==> src/hw/adc_seq_params.svh <==
// Constants shared by the sample sequencer design files
`ifndef ADC_SEQ_PARAMS_SVH
`define ADC_SEQ_PARAMS_SVH
`define ADC_RES_W 10
`define RESULT_W 32
`define SEQ_N 4
`define SEQ0_DEPTH 8
`define SEQ12_DEPTH 4
`define SEQ3_DEPTH 1
`define NIBBLE_W 4
`define CTL_DIFF 0
`define CTL_END 1
`define CTL_IE 2
`define CTL_TS 3
`define TRIG_SW 2'h0
`define TRIG_TIMER 2'h1
`define TRIG_COMP 2'h2
`define TRIG_GPIO 2'h3
`define AVG_MAX_SHIFT 3'h6
`define SUM_W 16
`define PTR_W 3
`endif

==> src/hw/adc_seq_pkg.sv <==
// Types shared by the sample sequencer design files
package adc_seq_pkg;
	typedef enum logic [1:0] {
		ST_IDLE = 2'b00,
		ST_START = 2'b01,
		ST_WAIT = 2'b10,
		ST_AVG = 2'b11
	} seq_state_e;

	typedef struct packed {
		logic [3:0] input_sel;
		logic temp_sel;
		logic diff;
	} conv_req_s;

	typedef struct packed {
		logic [2:0] head;
		logic [2:0] tail;
		logic full;
		logic empty;
	} queue_status_s;

	typedef struct packed {
		seq_state_e state;
		logic [1:0] cur;
		logic [2:0] step;
		logic [3:0] pending;
		logic [3:0] ovf;
		logic [3:0] unf;
		logic [3:0] raw;
		logic conv_start;
		conv_req_s req;
		logic [2:0] gsync;
		logic glevel;
	} ctrl_state_s;
endpackage : adc_seq_pkg

==> src/hw/result_queue.sv <==
// Circular result queue with pop port, pointer status and error pulses
`include "adc_seq_params.svh"
module result_queue #(
	parameter int DEPTH = `SEQ0_DEPTH
)(
	// Clock and reset
	input wire logic mclk,
	input wire logic rst_n,
	// Fill side
	input wire logic push,
	input wire logic [`ADC_RES_W-1:0] push_data,
	// Drain side
	input wire logic pop,
	output logic [`RESULT_W-1:0] pop_data,
	// Status
	output adc_seq_pkg::queue_status_s status,
	output logic overflow,
	output logic underflow
);
	localparam int PW = (DEPTH > 1) ? $clog2(DEPTH) : 1;
	localparam logic [PW-1:0] LAST = PW'(DEPTH - 1);

	typedef struct packed {
		logic [DEPTH-1:0][`ADC_RES_W-1:0] mem;
		logic [PW-1:0] head;
		logic [PW-1:0] tail;
		logic [PW:0] count;
		logic [`RESULT_W-1:0] rdata;
		logic ovf;
		logic unf;
	} queue_state_s;

	queue_state_s s, n;
	logic full, empty, do_pop, do_push;

	assign full = (s.count == (PW + 1)'(DEPTH));
	assign empty = (s.count == '0);
	assign do_pop = pop && !empty;
	// A pop in the same cycle frees a slot, so a full queue still takes the push
	assign do_push = push && (!full || pop);

	always_comb begin
		n = s;
		n.ovf = push && !do_push;
		n.unf = pop && empty;
		if (do_pop) begin
			n.rdata = `RESULT_W'(s.mem[s.tail]);
			n.tail = (s.tail == LAST) ? '0 : s.tail + 1'b1;
		end
		if (do_push) begin
			n.mem[s.head] = push_data;
			n.head = (s.head == LAST) ? '0 : s.head + 1'b1;
		end
		n.count = s.count + (PW + 1)'(do_push) - (PW + 1)'(do_pop);
	end

	always_ff @(posedge mclk or negedge rst_n) begin
		if (!rst_n) begin
			s <= '0;
		end else begin
			s <= n;
		end
	end

	assign pop_data = s.rdata;
	assign status = '{head: `PTR_W'(s.head), tail: `PTR_W'(s.tail), full: full, empty: empty};
	assign overflow = s.ovf;
	assign underflow = s.unf;
endmodule : result_queue

==> src/hw/avg_unit.sv <==
// Accumulate a power-of-two number of conversions into one result
`include "adc_seq_params.svh"
module avg_unit (
	// Clock and reset
	input wire logic mclk,
	input wire logic rst_n,
	// Control
	input wire logic clear,
	input wire logic [2:0] shift,
	// Samples in
	input wire logic sample_valid,
	input wire logic [`ADC_RES_W-1:0] sample,
	// Result out
	output logic avg_valid,
	output logic [`ADC_RES_W-1:0] avg
);
	typedef struct packed {
		logic [`SUM_W-1:0] sum;
		logic [6:0] cnt;
		logic valid;
		logic [`ADC_RES_W-1:0] avg;
	} avg_state_s;

	avg_state_s s, n;
	logic [2:0] sh;
	logic [`SUM_W-1:0] nsum;
	logic [6:0] total;

	// Shift codes above the limit behave as the deepest average
	assign sh = (shift > `AVG_MAX_SHIFT) ? `AVG_MAX_SHIFT : shift;
	assign nsum = s.sum + `SUM_W'(sample);
	assign total = 7'(7'h01 << sh);

	always_comb begin
		n = s;
		n.valid = 1'b0;
		if (clear) begin
			n.sum = '0;
			n.cnt = '0;
		end else if (sample_valid) begin
			if (s.cnt + 7'h01 == total) begin
				n.avg = `ADC_RES_W'(nsum >> sh);
				n.valid = 1'b1;
				n.sum = '0;
				n.cnt = '0;
			end else begin
				n.sum = nsum;
				n.cnt = s.cnt + 7'h01;
			end
		end
	end

	always_ff @(posedge mclk or negedge rst_n) begin
		if (!rst_n) begin
			s <= '0;
		end else begin
			s <= n;
		end
	end

	assign avg_valid = s.valid;
	assign avg = s.avg;
endmodule : avg_unit

==> src/hw/adc_sample_sequencer.sv <==
// Sample sequencer control: triggers, arbitration, step walk, result queues and status
//
// Functional notes
// Ten-bit results, eight inputs plus temperature sensor
// Four sequencers: eight, four, four, one steps
// Queue words are 32 bits, result low
// Each step has input and control nibbles
// Triggered steps convert back to back
// Sequencer runs only while enable bit set; a cleared bit still lets the running step finish
// Same input may appear in several steps
// Interrupt-enabled steps raise sequencer interrupt
// End bit finishes sequence, later steps skipped
// Each pop returns and removes oldest entry
// Head, tail, full and empty readable
// Separate overflow and underflow status per sequencer
// Software, timer, comparator and pin triggers
// Averaging of up to 64 conversions
// Pending triggers served by priority, zero highest
// Software keeps active priorities distinct
// Masked status is raw AND mask, write-one clears
// Full push drops result; empty pop flags underflow
// Error flags sticky until write-one clear
`include "adc_seq_params.svh"
module adc_sample_sequencer #(
	parameter int SEQ0_DEPTH = `SEQ0_DEPTH,
	parameter int SEQ12_DEPTH = `SEQ12_DEPTH,
	parameter int SEQ3_DEPTH = `SEQ3_DEPTH
)(
	// Clock and reset
	input wire logic mclk,
	input wire logic rst_n,
	// Sequence configuration
	input wire logic [`SEQ_N-1:0] sequencer_active,
	input wire logic [`SEQ_N-1:0][31:0] step_input_select,
	input wire logic [`SEQ_N-1:0][31:0] step_control,
	input wire logic [7:0] sequencer_priority,
	input wire logic [7:0] trigger_select,
	input wire logic [2:0] average_shift,
	// Trigger sources
	input wire logic [`SEQ_N-1:0] sw_initiate,
	input wire logic [`SEQ_N-1:0] trig_timer,
	input wire logic [`SEQ_N-1:0] trig_comparator,
	input wire logic trig_gpio,
	// Converter core
	output logic conv_start,
	output adc_seq_pkg::conv_req_s conv_req,
	input wire logic conv_done,
	input wire logic [`ADC_RES_W-1:0] conv_data,
	// Result queues
	input wire logic [`SEQ_N-1:0] result_pop,
	output logic [`SEQ_N-1:0][`RESULT_W-1:0] result_pop_port,
	output adc_seq_pkg::queue_status_s [`SEQ_N-1:0] result_queue_status,
	// Error status
	output logic [`SEQ_N-1:0] queue_overflow_status,
	input wire logic [`SEQ_N-1:0] overflow_clear,
	output logic [`SEQ_N-1:0] queue_underflow_status,
	input wire logic [`SEQ_N-1:0] underflow_clear,
	// Interrupt status
	input wire logic [`SEQ_N-1:0] irq_mask,
	input wire logic [`SEQ_N-1:0] irq_status_clear,
	output logic [`SEQ_N-1:0] irq_raw_status,
	output logic [`SEQ_N-1:0] irq_masked,
	output logic busy
);
	adc_seq_pkg::ctrl_state_s s, n;
	logic [`SEQ_N-1:0] req, hit, take_mask, irq_set, push, fifo_ovf, fifo_unf;
	logic found, last, step_done, gpio_event, avg_valid;
	logic [1:0] win;
	logic [3:0] sel, ctl;
	logic [`ADC_RES_W-1:0] avg;

	function automatic logic [2:0] last_of(input logic [1:0] q);
		case (q)
			2'h0: last_of = 3'(SEQ0_DEPTH - 1);
			2'h3: last_of = 3'(SEQ3_DEPTH - 1);
			default: last_of = 3'(SEQ12_DEPTH - 1);
		endcase
	endfunction : last_of

	// ----------------------------------------------------------------
	// Step decode and pin trigger
	// ----------------------------------------------------------------
	assign sel = step_input_select[s.cur][{s.step, 2'b00} +: `NIBBLE_W];
	assign ctl = step_control[s.cur][{s.step, 2'b00} +: `NIBBLE_W];
	assign step_done = (s.state == adc_seq_pkg::ST_AVG) && avg_valid;
	// Disabling a running sequencer ends it at the next step boundary
	assign last = ctl[`CTL_END] || (s.step == last_of(s.cur)) || !sequencer_active[s.cur];
	assign irq_set = (step_done && ctl[`CTL_IE]) ? 4'(4'h1 << s.cur) : 4'h0;
	assign push = step_done ? 4'(4'h1 << s.cur) : 4'h0;
	// Pin edge counts once the second and third stages agree
	assign gpio_event = (s.gsync[2] == s.gsync[1]) && s.gsync[2] && !s.glevel;
	assign req = s.pending & sequencer_active;

	// ----------------------------------------------------------------
	// Per-sequencer trigger select and result queue
	// ----------------------------------------------------------------
	generate
		for (genvar g = 0; g < `SEQ_N; g++) begin : gen_seq
			localparam int DEPTH = (g == 0) ? SEQ0_DEPTH : (g == 3) ? SEQ3_DEPTH : SEQ12_DEPTH;
			logic [1:0] tsel;
			assign tsel = trigger_select[2 * g +: 2];
			assign hit[g] = sequencer_active[g] && (
				(tsel == `TRIG_SW) ? sw_initiate[g] :
				(tsel == `TRIG_TIMER) ? trig_timer[g] :
				(tsel == `TRIG_COMP) ? trig_comparator[g] : gpio_event);

			result_queue #(.DEPTH(DEPTH)) u_queue (
				.mclk(mclk),
				.rst_n(rst_n),
				.push(push[g]),
				.push_data(avg),
				.pop(result_pop[g]),
				.pop_data(result_pop_port[g]),
				.status(result_queue_status[g]),
				.overflow(fifo_ovf[g]),
				.underflow(fifo_unf[g])
			);
		end
	endgenerate

	// ----------------------------------------------------------------
	// Averaging
	// ----------------------------------------------------------------
	avg_unit u_avg (
		.mclk(mclk),
		.rst_n(rst_n),
		.clear(s.state == adc_seq_pkg::ST_IDLE),
		.shift(average_shift),
		.sample_valid(s.state == adc_seq_pkg::ST_WAIT && conv_done),
		.sample(conv_data),
		.avg_valid(avg_valid),
		.avg(avg)
	);

	// ----------------------------------------------------------------
	// Priority arbiter
	// ----------------------------------------------------------------
	// Equal priorities fall back to the lower index; software must avoid them
	always_comb begin
		logic [1:0] best;
		best = 2'h3;
		found = 1'b0;
		win = 2'h0;
		for (int i = 0; i < `SEQ_N; i++) begin
			if (req[i] && (!found || sequencer_priority[2 * i +: 2] < best)) begin
				found = 1'b1;
				win = 2'(i);
				best = sequencer_priority[2 * i +: 2];
			end
		end
	end

	// ----------------------------------------------------------------
	// Sequencer control
	// ----------------------------------------------------------------
	always_comb begin
		n = s;
		take_mask = 4'h0;
		n.conv_start = 1'b0;
		n.gsync = {s.gsync[1:0], trig_gpio};
		if (s.gsync[2] == s.gsync[1]) begin
			n.glevel = s.gsync[2];
		end
		// Hardware sets win over a simultaneous clear
		n.ovf = (s.ovf & ~overflow_clear) | fifo_ovf;
		n.unf = (s.unf & ~underflow_clear) | fifo_unf;
		n.raw = (s.raw & ~(irq_status_clear & irq_mask)) | irq_set;
		case (s.state)
			adc_seq_pkg::ST_IDLE: begin
				if (found) begin
					n.cur = win;
					n.step = 3'h0;
					n.state = adc_seq_pkg::ST_START;
					take_mask = 4'(4'h1 << win);
				end
			end
			adc_seq_pkg::ST_START: begin
				n.conv_start = 1'b1;
				n.req = '{input_sel: sel, temp_sel: ctl[`CTL_TS], diff: ctl[`CTL_DIFF]};
				n.state = adc_seq_pkg::ST_WAIT;
			end
			adc_seq_pkg::ST_WAIT: begin
				if (conv_done) begin
					n.state = adc_seq_pkg::ST_AVG;
				end
			end
			adc_seq_pkg::ST_AVG: begin
				if (!avg_valid) begin
					n.state = adc_seq_pkg::ST_START;
				end else if (last) begin
					n.state = adc_seq_pkg::ST_IDLE;
				end else begin
					n.step = s.step + 3'h1;
					n.state = adc_seq_pkg::ST_START;
				end
			end
			default: begin
				n.state = adc_seq_pkg::ST_IDLE;
			end
		endcase
		// A trigger landing as its sequence is taken stays pending for a rerun
		n.pending = (s.pending & sequencer_active & ~take_mask) | hit;
	end

	always_ff @(posedge mclk or negedge rst_n) begin
		if (!rst_n) begin
			s <= '0;
		end else begin
			s <= n;
		end
	end

	// ----------------------------------------------------------------
	// Outputs
	// ----------------------------------------------------------------
	assign conv_start = s.conv_start;
	assign conv_req = s.req;
	assign queue_overflow_status = s.ovf;
	assign queue_underflow_status = s.unf;
	assign irq_raw_status = s.raw;
	assign irq_masked = s.raw & irq_mask;
	assign busy = (s.state != adc_seq_pkg::ST_IDLE);

	logic better;
	always_comb begin
		better = 1'b0;
		for (int j = 0; j < `SEQ_N; j++) begin
			if (req[j] && sequencer_priority[2 * j +: 2] < sequencer_priority[2 * win +: 2]) begin
				better = 1'b1;
			end
		end
	end
endmodule : adc_sample_sequencer

==> config.mk <==
export PLATFORM = sky130hd
export DESIGN_NAME = adc_sample_sequencer
export DESIGN_NICKNAME = d
export VERILOG_FILES = /design/src/hw/adc_seq_pkg.sv /design/src/hw/result_queue.sv /design/src/hw/avg_unit.sv /design/src/hw/adc_sample_sequencer.sv
export VERILOG_INCLUDE_DIRS = /design/src /design/src/hw
export SDC_FILE = /design/constraint.sdc
export NUM_CORES = 1
export LEC_CHECK = 0
export ABC_AREA = 1
export BUFFER_PORTS_ARGS = -buffer_cell sky130_fd_sc_hd__buf_2
export CAP_MARGIN = 20
export CORE_AREA = 2 2 195 197
export DETAILED_ROUTE_END_ITERATION = 10
export DIE_AREA = 0 0 197 199
export HOLD_SLACK_MARGIN = 0.05
export PLACE_DENSITY = 0.77
export SYNTH_ARGS = -nofsm -noshare
export SYNTH_HDL_FRONTEND = slang
export SYNTH_SLANG_ARGS = --single-unit
export TNS_END_PERCENT = 100
==> constraint.sdc <==
create_clock -name mclk -period 2.4 [get_ports mclk]
set_clock_uncertainty 0.1 [all_clocks]
set_input_delay 0.12 -clock mclk [delete_from_list [all_inputs] [get_ports mclk]]
set_output_delay 0.12 -clock mclk [all_outputs]
set_load 0.02 [all_outputs]
* Word-level counts from Yosys, hierarchy flattened
Cells that the tools add are included.
Operators by class: muxes and demuxes 74, shifts and indexed selects 6, reduce and logical (&&, ||, !) cells 75, equality and inequality tests 29, add/subtract/negate cells 19, $lt $le $gt $ge 17, bitwise operators 16
Operators by type and width (number):
- $bmux W32 S2 | 2
- $bwmux W40 | 2
- $bwmux W80 | 1
- $mux W10 | 8
- $mux W32 | 2
- $shiftx A32 B6 Y4 | 2
- $mux W23 | 2
- $bmux W10 S2 | 2
- $demux W10 S2 | 2
- $mux W34 | 1
- $logic_and A1 B1 Y1 | 32
- $bmux W10 S3 | 1
- $demux W10 S3 | 1
- $and A4 B4 Y4 | 7
- $eq A2 B2 Y1 const B | 11
- $mux W11 | 2
- $mux W2 | 11
- $mux W1 | 21
- $logic_not A1 Y1 | 17
- $add A16 B10 Y16 | 1
- $mux W4 | 4
- $not A4 Y4 | 4
- $or A4 B4 Y4 | 4
- $shr A16 B3 Y10 | 1
- 43 further kinds | 95
Word-level totals: input port bits 325, logic and storage cells 294, register bits 314

* Longest topological paths before layout
word-level depth 20, mapped depth 20

* Modules after synthesis
From an unflattened synthesis, not the netlist that was laid out.
Second synthesis, totals: cell total of the unflattened synthesis 2780, area total of the unflattened synthesis 20134.3 um^2
Modules (own cells, without submodules):
- result_queue (gen_seq[1].u_queue ...) | cells each 430, seq. area each 1476.4 um^2, area each 3321.9 um^2, instances 2
- result_queue (gen_seq[0].u_queue) | cells each 743, seq. area each 2552.4 um^2, area each 5471.5 um^2, instances 1
- adc_sample_sequencer | cells each 536, seq. area each 850.8 um^2, area each 3698.5 um^2, instances 1
- avg_unit | cells each 489, seq. area each 850.8 um^2, area each 3015.4 um^2, instances 1
- result_queue (gen_seq[3].u_queue) | cells each 152, seq. area each 600.6 um^2, area each 1305.0 um^2, instances 1

* Worst setup path after synthesis
Ideal clock, no wire load.
path type flip-flop to flip-flop, from reg gen_seq[0].u_queue.s[36] in the netlist's numbering, to reg gen_seq[0].u_queue.s[36] in the netlist's numbering, cell stages (with the launch flop) 13, library setup time 123 ps, path slack -76 ps, arrival 2253 ps, path buffers 1, clock period less this slack 2476 ps, data required time 2177 ps, cell sequence dfrtp_1 inv_1 ha_1 nand3_1 inv_1 nor2_1 clkbuf_1 ha_1 inv_1 ha_1 inv_1 fa_1 xnor2_1
RTL lines:
- from (decl) | line result_queue.sv:33 | queue_state_s s, n;
- from (signal assigned) | line result_queue.sv:61 | s <= n;

* Final worst setup path
from reg u_avg.s[18] in the netlist's numbering, to reg u_avg.s (netlist bit u_avg.avg[9])
Between the ends: cells in the longest elaborated chain, start to end 2
RTL lines:
- from (decl) | line avg_unit.sv:24 | avg_state_s s, n;
- from (signal assigned) | line avg_unit.sv:57 | s <= n;
- $add A16 B10 Y16 | line avg_unit.sv:31 | assign nsum = s.sum + `SUM_W'(sample);
- $shr A16 B3 Y10 | line avg_unit.sv:42 | n.avg = `ADC_RES_W'(nsum >> sh);
Every way passes these cells. A chain may end at the register's enable or synchronous reset.

==> flow_summary_export.csv <==
group,metric,value,unit
route,viasPerCell,5.488,
run_status,violations,"setup timing",
cts,numClockSinks,312,
synthesis,synth_top_family_by_area,"compound AO/OA/AOI/OAI gates",
route,drt_iter0_drc,1499,
cts,worstSkewPairLatency,0.52,ns
synthesis,synthXorXnorAreaFrac,1.442,%
layout,final_cells,3089,
synthesis,synthCells,2147,
sta,finalSetupTns,-0.4971,ns
pwr,clkPwrFrac,23.2,%
synthesis,syn_area_per_cell,8.202,um2
cts,cts-buffers-inserted,34,
worst_setup_path,worst-setup-path-type,"reg2reg",
floorplan,initial_core_util,47.42,%
pwr,p_int,13580,uW
synthesis,synth_cell_types,49,
synthesis,async_reset_ff_share,100.0,%
synthesis,synthAdderAreaFrac,3.652,%
synthesis,synth_compound_area_share,20.47,%
route,first_pass_iters,5,
pwr,seqPwrFrac,29.3,%
pwr,powerDensity,1071,nW/um2
layout,area_growth,24.83,%
route,routed_wl,62.91,mm
min_path,hold_class,"in2async",
sta,slew_headroom,45.68,%
cts,cts_max_level,2,
sta,holdWs,0.03710,ns
worst_setup_path,critPathArrivalTime,2.81,ns
sta,finalSetupViolCount,11,
cts,cts_tree,"built",
cts,cts_buffer_depth,3,
sta,fmax,402.6,MHz
floorplan,die_height,199,um
floorplan,io_pins,509,
worst_setup_path,cpPeakStageDelay,0.35,ns
pwr,vdd_drop_max,1018,uV
sta,rsz0062_at_grt,"true",
global_route,grt_pass1_wl,93.98,mm
worst_setup_path,crit_required,2.72,ns
worst_setup_path,worstPathCellList,"ha_2 > inv_2 > fa_2 > nand3b_1 > nand2_2 > nand2_2 > nand2_4 > a21oi_4 > nor3_4 > inv_1 > nand2_1 > nand2_2 > nand2_2 > nand2_2 > a21oi_2 > nand2_1 > o21ai_1",
worst_setup_path,crit_path_max_fanout,3,
route,vias,16950,
layout,final_nets,2937,
sta,finalCritPeriodShare,103.5,%
sta,finalMaxSlewViolations,0,
layout,final_util,59.20,%
job,max_cap_viol_count,0,
global_route,grt_pass1_vias,16420,
floorplan,row_count,71,
run_status,status,"finished with violations",
pwr,p_leak,0.01087,uW
worst_setup_path,slowest_stage,"dfrtp_1",
global_route,overflow,0,
route,wl_per_cell,20.37,um
synthesis,yosys_register_bits,312,
placement,numPortBuffers,410,
pwr,switching_share,42.33,%
worst_setup_path,critPathMostFrequentCell,"nand2_2",
worst_setup_path,startpoint_type,"register",
synthesis,synth-edff-count,0,
sta,worst_pin_slew,0.8140,ns
worst_setup_path,end_kind,"register",
layout,final_common_cell,"buf_2",
global_route,antenna_found_initial,32,
sta,min_period,2.484,ns
sta,timing.final.ws_setup,-0.08376,ns
route,drc_errors,0,
placement,dp_hpwl,46.37,mm
global_route,grt_usage,31.67,%
synthesis,synthFlopType,"dfrtp_1",
floorplan,core-area,37130,um2
placement,gp_congestion,0.9966,
layout,drive_gt1_share,26.16,%
cts,cts.clk_slew.worst_paths,0.06,ns
pwr,pwr-share-comb,47.5,%
global_route,grt_max_degree,68,
sta,hold_viol,0,
synthesis,ys_seq_area_share,44.34,%
route,drtAntennaViolNets,0,
cts,root_buffer,"clkbuf_16",
synthesis,netlist_area,17610,um2
synthesis,synth-simple-area-share,16.05,%
pwr,p_sw,9967,uW
floorplan,die_x,197,um
layout,final_cell_mix,"buf_2, nand2_1, dfrtp_1",
floorplan,dieArea,39200,um2
synthesis,yosys_warnings,0,
synthesis,synth_mux_area_share,0.6892,%
placement,dp_cells,2942,
[per-layer routing]
layer  global-route usage, %  part of all wire (%)  vias to the layer above
met3                   6.138                   7.6                      179
li1                        -                     -                     7857
met4                   22.50                   7.4                        0
met5                       0                     0                        -
met2                   51.11                    47                      791
met1                   38.24                    38                     8126
[registers in the layout, summed over array words and instances (netlist names)]
name                       cells
conv_req                       6
conv_start                     1
gen_seq.u_queue.overflow       4
gen_seq.u_queue.pop_data      40
gen_seq.u_queue.s            182
gen_seq.u_queue.status        14
gen_seq.u_queue.underflow      4
irq_raw_status                 4
n                              2
queue_overflow_status          4
queue_underflow_status         4
s                             13
u_avg.avg                     10
u_avg.avg_valid                1
u_avg.s                       23
[synth_stat cells, types with 2 or more instances]
cell      instances  share of area [%]
nor3_1           21               0.60
o21ai_1           9               0.26
nor4_1            8               0.28
or4_1             3               0.13
ha_1             45                3.2
fa_1              4               0.45
buf_1             7               0.15
xor2_1           20               0.99
buf_2            23               0.65
clkinv_1          4              0.085
xnor2_1           9               0.45
inv_2             5               0.11
a22oi_1         121                5.2
a21oi_1          79                2.2
or2_2             2              0.071
o21ai_0         286                8.1
clkbuf_1         87                1.9
o221ai_1         10               0.50
nor2_1          198                4.2
nand3_1          36                1.0
nand4_1          11               0.39
inv_1           129                2.7
o22ai_1           9               0.32
a221o_1           3               0.17
nand2_2           3               0.11
a31oi_1          32                1.1
mux2i_1          11               0.63
o211ai_1         20               0.85
a32o_1            5               0.28
o32ai_1          14               0.70
buf_4           180                7.7
o21a_1            2              0.085
dfrtp_1         312                 44
o21bai_1          9               0.38
nand2_1         416                8.9
[worst max-delay path, delay by kind of cell (launching register included)]
family	cells	cell delay (ns)
AND/OR/NAND/NOR	10	0.99
adder cells (fa/ha/maj)	2	0.53
flip-flops	1	0.35
AO/OA/AOI/OAI	3	0.31
buffers and inverters	2	0.10
[layout make-up]
cell class                 instances  area (um2)
antenna                           27       67.56
clock buffer                      52        1010
fill                            3351       15150
clock inverter                     9       148.9
multi-input combinational       1496        8164
timing repair buffer             581        3664
sequential                       312        7809
tap                              474       593.1
inverter                         138       525.5
[metrics by stage]
stage / area, um2 / worst slack (ns) / power (uW)
3_3_place_gp: 19850 / -0.2012 / 16990
3_5_place_dp: 19850 / -0.2654 / 17280
5_1_grt: 21970 / -0.2436 / 25050
4_1_cts: 21600 / -0.04581 / 23050
2_1_floorplan: 17980 / 0.0004710 / 13970
6_report: 21980 / -0.08376 / 23540
[what timing repair did]
| item | in CTS | in global routing |
|---|---|---|
| setup buffers | 7 | 7 |
| gates resized for setup | 33 | 63 |
| hold buffers | 45 | 0 |
| gates cloned | 0 | 1 |
| endpoints found under the hold margin | 359 | 0 |
| pin swaps | 10 | 38 |
| setup endpoints to repair | 26 | 78 |
[power groups by stage]
| stage | clock network [uW] | logic, uW | registers (uW) |
|---|---|---|---|
| 2_1_floorplan | 0 | 7270 | 6700 |
| 3_3_place_gp | 0 | 10100 | 6890 |
| 3_5_place_dp | 0 | 10300 | 6940 |
| 4_1_cts | 5560 | 10600 | 6870 |
| 5_1_grt | 5770 | 12300 | 7010 |
| 6_report | 5470 | 11200 | 6890 |
[worst paths after layout]
path	cells past startpoint	end	slack (ns)	from
max	17	u_avg.avg[9]	-0.08	u_avg.s[18]
min	2	queue_underflow_status[1]	0.04	rst_n
max reg2reg	17	u_avg.avg[9]	-0.08	u_avg.s[18]
min reg2reg	0	n[3]	0.25	n[2]
max in group asynchronous	3	u_avg.s[17]	1.30	rst_n
min in group mclk	6	conv_req[3]	0.06	step_input_select[93]
[cell families (layout without fill, tap and decap cells)]
group | Yosys count | in the layout
AND/OR/NAND/NOR | 704 | 704
multiplexers | 12 | 12
adder cells (fa/ha/maj) | 49 | 49
XOR/XNOR | 29 | 29
flip-flops | 312 | 312
other | 1 | 125
buffers and inverters | 436 | 780
AO/OA/AOI/OAI | 604 | 604
Power figures use the tool's default switching activity.
